`src/verilog/flash_prog_pkg.sv`:
```
package flash_prog_pkg;

  // ************************************************************
  // Register map
  // ************************************************************
  localparam logic [7:0] ADDR_CTRL = 8'h00;
  localparam logic [7:0] ADDR_LOCK = 8'h04;

  // Control and status fields
  localparam int BIT_BUSY = 6;
  localparam int BIT_IRQ_EN = 7;
  localparam logic [7:0] CTRL_RST = 8'h00;

  // Accepted command patterns in the low five control bits
  localparam logic [4:0] PAT_STORE = 5'h01;
  localparam logic [4:0] PAT_ERASE = 5'h03;
  localparam logic [4:0] PAT_WRITE = 5'h05;
  localparam logic [4:0] PAT_LOCK = 5'h09;
  localparam logic [4:0] PAT_REEN = 5'h11;

  // Lock bits: low bit of each pair gates writes, '0' means programmed
  localparam int LOCK_APP_LSB = 2;
  localparam int LOCK_BOOT_LSB = 4;
  localparam logic [1:0] LOCK_RST = 2'h3;

  // ************************************************************
  // Timing
  // ************************************************************
  localparam int ARM_CYCLES = 4;
  localparam logic [1:0] ARM_LAST = 2'(ARM_CYCLES - 1);

  // ************************************************************
  // Types
  // ************************************************************
  typedef enum logic [2:0] {
    ST_IDLE = 3'h1,
    ST_ARMED = 3'h2,
    ST_BUSY = 3'h4
  } state_e;

  typedef struct packed {
    logic reenable;
    logic lock_set;
    logic page_write;
    logic page_erase;
    logic enable;
  } cmd_s;

endpackage : flash_prog_pkg

```
`src/verilog/flash_self_program_control.sv`:
```
`timescale 1ns/100ps
// Overview of operation
// - Setting enable arms store instruction for four cycles; unarmed stores do nothing.
// - Enable plus one command bit makes next store do that special operation.
// - Enable alone: next store writes the 16-bit R_PAIR_I into buffer word at pointer, LSB ignored.
// - Enable clears when a store completes or four cycles pass unused.
// - Enable reads one while a page erase or write is running.
// - Only the five listed low-bit patterns are accepted; others have no effect.
// - Flash splits into application and boot sections by boot size fuses.
// - Stores fetched from the application section are disabled.
// - Stores fetched from the boot section may program anywhere in flash.
// - Programming a concurrent-read page keeps CPU running, fetching from stall section.
// - Programming a stall-section page stalls the CPU for the whole operation.
// - Boot section always lies inside the stall section.
// - Busy flag reads one while concurrent-read section is blocked.
// - Lock set 0 guards the application section, lock set 1 the boot section.
// - Page write command writes buffer to page at upper pointer bits.
// - Page erase command erases page at upper pointer bits, then auto-clears.
// - Re-enable while buffer is filling clears the whole buffer.
// - Ready interrupt when enabled and idle, never during EEPROM write or flash op.
module flash_self_program_control #(
  parameter int FLASH_WORDS = 8192,
  parameter int PAGE_WORDS = 64,
  parameter int BOOT_MIN_WORDS = 128,
  parameter int STALL_WORDS = 1024,
  parameter int AW = $clog2(FLASH_WORDS),
  parameter int PW = $clog2(PAGE_WORDS)
) (
  input wire logic CLK_I,
  input wire logic SYS_RST_I,
  input wire logic PSEL_I,
  input wire logic PENABLE_I,
  input wire logic PWRITE_I,
  input wire logic [7:0] PADDR_I,
  input wire logic [31:0] PWDATA_I,
  output logic [31:0] PRDATA_O,
  output logic PREADY_O,
  output logic PSLVERR_O,
  input wire logic SPM_STROBE_I,
  input wire logic [AW-1:0] FETCH_ADDR_I,
  input wire logic [15:0] Z_PTR_I,
  input wire logic [15:0] R_PAIR_I,
  input wire logic GLOBAL_IRQ_EN_I,
  input wire logic EE_WRITE_BUSY_I,
  input wire logic [1:0] BOOT_SIZE_I,
  input wire logic FLASH_DONE_I,
  input wire logic [PW-1:0] FLASH_RD_IDX_I,
  output logic [15:0] FLASH_RD_DATA_O,
  output logic FLASH_ERASE_O,
  output logic FLASH_WRITE_O,
  output logic [AW-PW-1:0] FLASH_PAGE_O,
  output logic CPU_STALL_O,
  output logic RWW_BUSY_O,
  output logic READY_IRQ_O
);

  // ************************************************************
  // Section map
  // ************************************************************
  localparam logic [AW:0] STALL_START = (AW+1)'(FLASH_WORDS - STALL_WORDS);

  flash_prog_pkg::state_e st_r, st_nxt;
  flash_prog_pkg::cmd_s cmd_r, cmd_nxt;
  logic [1:0] cnt_r, cnt_nxt;
  logic irq_en_r, irq_en_nxt, busy_r, busy_nxt, stall_r, stall_nxt, fill_r, fill_nxt;
  logic erase_r, erase_nxt, write_r, write_nxt, irq_r, irq_nxt;
  logic [AW-PW-1:0] page_r, page_nxt;
  logic [1:0] lock_app_r, lock_app_nxt, lock_boot_r, lock_boot_nxt;
  logic [1:0] fuse_s1_r, fuse_s2_r;
  logic pready_r, pready_nxt, pslverr_r, pslverr_nxt;
  logic [31:0] prdata_r, prdata_nxt;
  logic [15:0] rd_data_r;
  logic [15:0] buf_mem [PAGE_WORDS];
  logic buf_we, buf_clr;
  logic ctrl_wr, pat_ok, from_boot, tgt_boot, tgt_stall, tgt_locked, spm_go;
  logic [AW:0] boot_len, boot_start, tgt;
  logic [7:0] ctrl_rd;

  // Fuses are straps from outside the clock domain
  always_ff @(posedge CLK_I or posedge SYS_RST_I) begin
    if (SYS_RST_I) begin
      fuse_s1_r <= 2'h0;
      fuse_s2_r <= 2'h0;
    end else begin
      fuse_s1_r <= BOOT_SIZE_I;
      fuse_s2_r <= fuse_s1_r;
    end
  end

  // ************************************************************
  // Address classification
  // ************************************************************
  // Boot section grows downward from the top; largest size never passes the stall boundary
  assign boot_len = (AW+1)'(BOOT_MIN_WORDS) << (~fuse_s2_r);
  assign boot_start = (AW+1)'(FLASH_WORDS) - boot_len;
  assign from_boot = {1'b0, FETCH_ADDR_I} >= boot_start;
  assign tgt = {1'b0, Z_PTR_I[AW:1]};
  assign tgt_boot = tgt >= boot_start;
  assign tgt_stall = tgt >= STALL_START;
  assign tgt_locked = tgt_boot ? ~lock_boot_r[0] : ~lock_app_r[0];
  assign spm_go = (st_r == flash_prog_pkg::ST_ARMED) && SPM_STROBE_I && from_boot;

  // Control write decode; the accept pulse aligns with the APB completing edge
  assign ctrl_wr = PSEL_I && PENABLE_I && PWRITE_I && pready_r && (PADDR_I == flash_prog_pkg::ADDR_CTRL);
  assign pat_ok = PWDATA_I[4:0] inside {flash_prog_pkg::PAT_STORE, flash_prog_pkg::PAT_ERASE,
    flash_prog_pkg::PAT_WRITE, flash_prog_pkg::PAT_LOCK, flash_prog_pkg::PAT_REEN};
  assign ctrl_rd = {irq_en_r, busy_r, 1'b0, cmd_r};

  // ************************************************************
  // Sequencer
  // ************************************************************
  // Commands are only taken when idle, so a running operation cannot be rearmed
  always_comb begin
    st_nxt = st_r;
    cmd_nxt = cmd_r;
    cnt_nxt = cnt_r;
    busy_nxt = busy_r;
    stall_nxt = stall_r;
    fill_nxt = fill_r;
    page_nxt = page_r;
    lock_app_nxt = lock_app_r;
    lock_boot_nxt = lock_boot_r;
    erase_nxt = 1'b0;
    write_nxt = 1'b0;
    buf_we = 1'b0;
    buf_clr = 1'b0;
    irq_en_nxt = ctrl_wr ? PWDATA_I[flash_prog_pkg::BIT_IRQ_EN] : irq_en_r;
    unique case (st_r)
      flash_prog_pkg::ST_IDLE: begin
        if (ctrl_wr && pat_ok) begin
          st_nxt = flash_prog_pkg::ST_ARMED;
          cmd_nxt = flash_prog_pkg::cmd_s'(PWDATA_I[4:0]);
          cnt_nxt = 2'h0;
        end
      end
      flash_prog_pkg::ST_ARMED: begin
        if (spm_go) begin
          st_nxt = flash_prog_pkg::ST_IDLE;
          cmd_nxt = '0;
          if (cmd_r.page_erase || cmd_r.page_write) begin
            if (!tgt_locked) begin
              st_nxt = flash_prog_pkg::ST_BUSY;
              cmd_nxt = cmd_r;
              erase_nxt = cmd_r.page_erase;
              write_nxt = cmd_r.page_write;
              page_nxt = Z_PTR_I[AW:PW+1];
              stall_nxt = tgt_stall;
              busy_nxt = 1'b1;
              fill_nxt = cmd_r.page_write ? 1'b0 : fill_r;
            end
          end else if (cmd_r.lock_set) begin
            lock_app_nxt = lock_app_r & R_PAIR_I[flash_prog_pkg::LOCK_APP_LSB +: 2];
            lock_boot_nxt = lock_boot_r & R_PAIR_I[flash_prog_pkg::LOCK_BOOT_LSB +: 2];
          end else if (cmd_r.reenable) begin
            busy_nxt = 1'b0;
            buf_clr = fill_r;
            fill_nxt = 1'b0;
          end else begin
            buf_we = 1'b1;
            fill_nxt = 1'b1;
          end
        end else if (cnt_r == flash_prog_pkg::ARM_LAST) begin
          st_nxt = flash_prog_pkg::ST_IDLE;
          cmd_nxt = '0;
        end else begin
          cnt_nxt = cnt_r + 2'h1;
        end
      end
      flash_prog_pkg::ST_BUSY: begin
        if (FLASH_DONE_I) begin
          st_nxt = flash_prog_pkg::ST_IDLE;
          cmd_nxt = '0;
          stall_nxt = 1'b0;
        end
      end
      default: begin
        st_nxt = flash_prog_pkg::ST_IDLE;
        cmd_nxt = '0;
      end
    endcase
    // Interrupt is quiet during EEPROM writes and any flash activity
    irq_nxt = irq_en_r && GLOBAL_IRQ_EN_I && (st_r == flash_prog_pkg::ST_IDLE) && !EE_WRITE_BUSY_I;
  end

  always_ff @(posedge CLK_I or posedge SYS_RST_I) begin
    if (SYS_RST_I) begin
      st_r <= flash_prog_pkg::ST_IDLE;
      cmd_r <= '0;
      cnt_r <= 2'h0;
      irq_en_r <= 1'b0;
      busy_r <= 1'b0;
      stall_r <= 1'b0;
      fill_r <= 1'b0;
      page_r <= '0;
      lock_app_r <= flash_prog_pkg::LOCK_RST;
      lock_boot_r <= flash_prog_pkg::LOCK_RST;
      erase_r <= 1'b0;
      write_r <= 1'b0;
      irq_r <= 1'b0;
    end else begin
      st_r <= st_nxt;
      cmd_r <= cmd_nxt;
      cnt_r <= cnt_nxt;
      irq_en_r <= irq_en_nxt;
      busy_r <= busy_nxt;
      stall_r <= stall_nxt;
      fill_r <= fill_nxt;
      page_r <= page_nxt;
      lock_app_r <= lock_app_nxt;
      lock_boot_r <= lock_boot_nxt;
      erase_r <= erase_nxt;
      write_r <= write_nxt;
      irq_r <= irq_nxt;
    end
  end

  // ************************************************************
  // Temporary page buffer
  // ************************************************************
  // One word per entry; pointer LSB is a byte select and is dropped
  for (genvar g = 0; g < PAGE_WORDS; g++) begin : g_buf
    always_ff @(posedge CLK_I or posedge SYS_RST_I) begin
      if (SYS_RST_I) begin
        buf_mem[g] <= 16'h0000;
      end else if (buf_clr) begin
        buf_mem[g] <= 16'h0000;
      end else if (buf_we && (Z_PTR_I[PW:1] == PW'(g))) begin
        buf_mem[g] <= R_PAIR_I;
      end
    end
  end

  // Flash array reads the buffer during a page write
  always_ff @(posedge CLK_I or posedge SYS_RST_I) begin
    if (SYS_RST_I) begin
      rd_data_r <= 16'h0000;
    end else begin
      rd_data_r <= buf_mem[FLASH_RD_IDX_I];
    end
  end

  // ************************************************************
  // APB slave
  // ************************************************************
  // Zero wait state: ready and read data are prepared in the setup cycle
  always_comb begin
    pready_nxt = PSEL_I && !PENABLE_I;
    pslverr_nxt = 1'b0;
    prdata_nxt = 32'h0000_0000;
    if (PSEL_I && !PENABLE_I) begin
      unique case (PADDR_I)
        flash_prog_pkg::ADDR_CTRL: prdata_nxt = {24'h00_0000, ctrl_rd};
        flash_prog_pkg::ADDR_LOCK: prdata_nxt = {28'h000_0000, lock_boot_r, lock_app_r};
        default: pslverr_nxt = 1'b1;
      endcase
    end
  end

  always_ff @(posedge CLK_I or posedge SYS_RST_I) begin
    if (SYS_RST_I) begin
      pready_r <= 1'b0;
      pslverr_r <= 1'b0;
      prdata_r <= 32'h0000_0000;
    end else begin
      pready_r <= pready_nxt;
      pslverr_r <= pslverr_nxt;
      prdata_r <= prdata_nxt;
    end
  end

  assign PREADY_O = pready_r;
  assign PSLVERR_O = pslverr_r;
  assign PRDATA_O = prdata_r;
  assign FLASH_RD_DATA_O = rd_data_r;
  assign FLASH_ERASE_O = erase_r;
  assign FLASH_WRITE_O = write_r;
  assign FLASH_PAGE_O = page_r;
  assign CPU_STALL_O = stall_r;
  assign RWW_BUSY_O = busy_r;
  assign READY_IRQ_O = irq_r;
endmodule : flash_self_program_control

```
`config.mk`:
```
export PLATFORM = sky130hd
export DESIGN_NAME = flash_self_program_control
export DESIGN_NICKNAME = d
export VERILOG_FILES = /design/src/verilog/flash_prog_pkg.sv /design/src/verilog/flash_self_program_control.sv
export SDC_FILE = /design/constraint.sdc
export NUM_CORES = 2
export LEC_CHECK = 0
export CORE_MARGIN = 2
export CORE_UTILIZATION = 50
export CTS_BUF_LIST = sky130_fd_sc_hd__clkbuf_4 sky130_fd_sc_hd__clkbuf_8
export CTS_CLUSTER_SIZE = 12
export DETAILED_ROUTE_END_ITERATION = 8
export DONT_BUFFER_PORTS = 1
export SETUP_SLACK_MARGIN = 0.02
export SLEW_MARGIN = 40
export SYNTH_ARGS = -nofsm -noshare
export SYNTH_HDL_FRONTEND = slang
export SYNTH_SLANG_ARGS = --single-unit
```
`constraint.sdc`:
```
create_clock -name CLK_I -period 87.6 [get_ports CLK_I]
set_input_delay 8.76 -clock CLK_I [delete_from_list [all_inputs] [get_ports CLK_I]]
set_output_delay 8.76 -clock CLK_I [all_outputs]
set_load 0.02 [all_outputs]
```
==> impl_metrics.py <==
metrics = {
    "yosys": {
        "syn_area_um2": 52900,
        "synthTopCellsByArea": "dfrtp_1 51%, nand2_1 15%, mux4_2 11%",
        "seq_area_frac_synth": 0.511,
        "synth_top_area_share": 0.509,
        "netlist_top_cells_count": "2,068 x nand2_1, 1,076 x dfrtp_1, 1,008 x a21oi_1",
        "yosysMostFrequentCell": "nand2_1",
        "async_flop_share": 1.00,
        "yosysUniqueCellTypes": 60,
        "syn_area_per_cell_um2": 9.58,
        "synth-edff-count": 0,
        "synth_largest_area_cell": "dfrtp_1",
        "synthFlopType": "dfrtp_1",
        "synth_cells": 5529,
        "synth_warnings": 0,
        "ys_ff_latch": 1081,
    },
    "pwr": {
        "internal_power_uw": 789,
        "p_sw_uw": 242,
        "p_seq_frac": 0.487,
        "pwr-share-comb": 0.031,
        "p_leak_uw": 0.0246,
        "p_clk_frac": 0.482,
        "ir_drop_mv": 0.0135,
        "swShare": 0.235,
        "power_density_nw_per_um2": 17.8,
    },
    "placement": {
        "gp_congestion": 0.848,
        "placed_cells": 6530,
        "hpwl_um": 95600,
        "port_buffers": 0,
    },
    "clock_network": {
        "cts-htree-levels": 4,
        "postCtsHoldBufs": 0,
        "root_buffer": "clkbuf_8",
        "clkTransAtPathRegs_ns": 0.06,
        "cts_setup_buffers": 0,
        "clock-sinks": 1081,
        "clock_latency_ns": 0.89,
        "cts_resized": 0,
        "cts_tree": "yes",
        "cts_buffers": 184,
        "cts.path.max_buffers": 3,
    },
    "timing": {
        "rsz0062_at_grt": "no",
        "relSlewSlack": 0.413,
        "fmax_mhz": 79.1,
        "min_period_over_period": 0.144,
        "skew_ns": 0.0487,
        "fin_tns_setup_ns": 0,
        "period_minus_slack_ns": 12.65,
        "setup_violations": 0,
        "whs_ns": 0.346,
        "finalHoldViolCount": 0,
        "worst_slew_pin_slew_ns": 0.881,
        "report.final.slew_viol_count": 0,
    },
    "setup_path": {
        "crit_chain": "ha_1 > o2111ai_1 > o21ai_2 > buf_4 > nand2_1 > nor3_2 > buf_12 > buf_6 > buf_12 > buf_6 > buf_6 > a21oi_1",
        "slowest_delay_ns": 0.69,
        "crit_end": "buf_mem[277]",
        "path_depth": 12,
        "critPathLaunch": "FETCH_ADDR_I[9]",
        "reg2reg_slack_ns": 82.04,
        "crit_buf_inv": 6,
        "reg2reg_depth": 16,
        "cpLargestDelayFamily": "buffers and inverters",
        "start_kind": "input port",
        "worstPathArrival_ns": 13.36,
        "worstSetupEndpointType": "flop",
        "path_class": "input port to flop",
        "cp_max_fo": 100,
        "cp.required_ns": 88.31,
        "r2r_start": "fuse_s2_r[1]",
        "regToRegEndpoint": "buf_mem[277]",
        "crit_top_cell": "buf_6",
        "crit_slowest_cell": "buf_6",
    },
    "floorplan": {
        "chipWidth_um": 329,
        "coreArea_um2": 105000,
        "num_rows": 119,
        "die_area_um2": 109000,
        "die-height_um": 329,
        "pin_count": 164,
        "start_util": 0.504,
    },
    "routing": {
        "drc": 0,
        "wl_per_cell_um": 24.3,
        "ant_nets": 0,
        "firstDrtPassIters": 6,
        "vias_per_cell": 5.99,
        "routed_wl_um": 167000,
        "dr_total_vias": 41100,
        "dr.first_iter.drc_count": 4003,
    },
    "grt": {
        "grt_max_degree": 257,
        "grt_pass1_vias": 40600,
        "grt_usage": 0.309,
        "grt_overflow": 0,
        "antenna_found_initial": 2,
        "grt_pass1_wl_um": 254000,
    },
    "final_layout": {
        "fin_nets": 5437,
        "drive_above_1_share": 0.166,
        "fillers": 9336,
        "instances_no_fill": 6867,
        "syn_to_final_growth_pct": 9.23,
    },
    "status": {
        "outcome": "finished, final reports clean",
    },
    "worst_hold_path": {
        "holdCritPathClass": "flop to flop",
    },
    "run": {
        "maxCapViolations": 0,
    },
}
==> registers in the layout, indices dropped and copies added (netlist names), 3 cells and up <==
register,cells
buf_mem,1024
FLASH_RD_DATA_O,16
FLASH_PAGE_O,7
PRDATA_O,7
cmd_r,5
st_r,3
==> cell families (layout without fill, tap and decap cells) <==
kind of cell,after synthesis,in the layout,share of synthesized area
other cells,1,30,0.0000708
compound gates,1145,1145,0.115
fa+ha+maj,11,11,0.00255
flops,1081,1081,0.511
simple gates,2342,2342,0.189
buf+inv,568,486,0.0481
mux,381,381,0.134
==> layout by cell type, fill, tap and decap left out, drive strengths merged, types with 5 or more instances in the layout <==
master	instances
clkinv	17
o21ai	24
a21oi	1028
nand3b	5
nand2	2070
buf	141
or4	22
clkbuf	303
nand4	20
dfrtp	1076
ha	10
dfstp	5
nand3	23
a221oi	6
o221ai	29
mux2i	63
o21a	5
mux4	256
a22o	10
mux2	62
nor2	39
nor3	49
nor2b	10
clkinvlp	7
o22ai	7
nand2b	11
conb	27
and2	5
nor4	45
inv	16
or3	30
a22oi	23
==> metrics by stage <==
step | instance area (um^2) | setup WS [ns] | total power, uW | util
final | 57800 | 74.95 | 1030 | 0.550
after CTS | 57800 | 74.68 | 1040 | 0.550
after floorplan | 53000 | 48.42 | 547 | -
after detailed placement | 53800 | 73.75 | 543 | 0.511
after global placement | 53000 | 72.77 | 543 | 0.504
after global routing | 57800 | 74.67 | 1060 | 0.550
==> power by group through the flow <==
stage	Combinational, uW	Sequential, uW	Clock (uW)
final	32.1	502	497
after global routing	34.5	502	527
after CTS	32.2	502	503
after detailed placement	32.1	511	0
after global placement	31.5	511	0
after floorplan	35.5	512	0
==> metal layers <==
metal	vias to the layer above	share of wire	track usage
met5	-	0	0
met4	0	0.037	0.120
met3	299	0.078	0.0630
met2	1578	0.47	0.480
met1	20900	0.41	0.429
li1	18300	-	-
==> worst min path at each step <==
stage                              end  cells after the start         start  slack, ns
after floorplan           fuse_s2_r[0]                      0  fuse_s1_r[0]       0.33
final                     fuse_s2_r[1]                      0  fuse_s1_r[1]       0.35
after global routing      fuse_s2_r[1]                      0  fuse_s1_r[1]       0.35
after global placement    fuse_s2_r[1]                      0  fuse_s1_r[1]       0.33
after detailed placement  fuse_s2_r[1]                      0  fuse_s1_r[1]       0.34
after CTS                 fuse_s2_r[1]                      0  fuse_s1_r[1]       0.35
==> worst reg2reg max path: cells and delay by family (launching register included) <==
family,cells,cell delay (ns)
AOI/OAI and AO/OA,3,0.36
adders and majority gates,2,0.35
buffers and inverters,7,3.32
DFF,1,0.45
and+or+nand+nor,4,0.92
==> area by class of cell <==
type	count	area [um^2]	share of cell area
clock buffer	303	3780	0.0654
sequential	1081	27100	0.468
antenna	3	7.51	0.000130
tap	1391	1740	0.0301
clock inverter	31	273	0.00472
inverter	11	53.8	0.000930
multi-input combinational	3906	23600	0.408
timing repair buffer	141	1320	0.0228
Power figures use the tool's default switching activity.
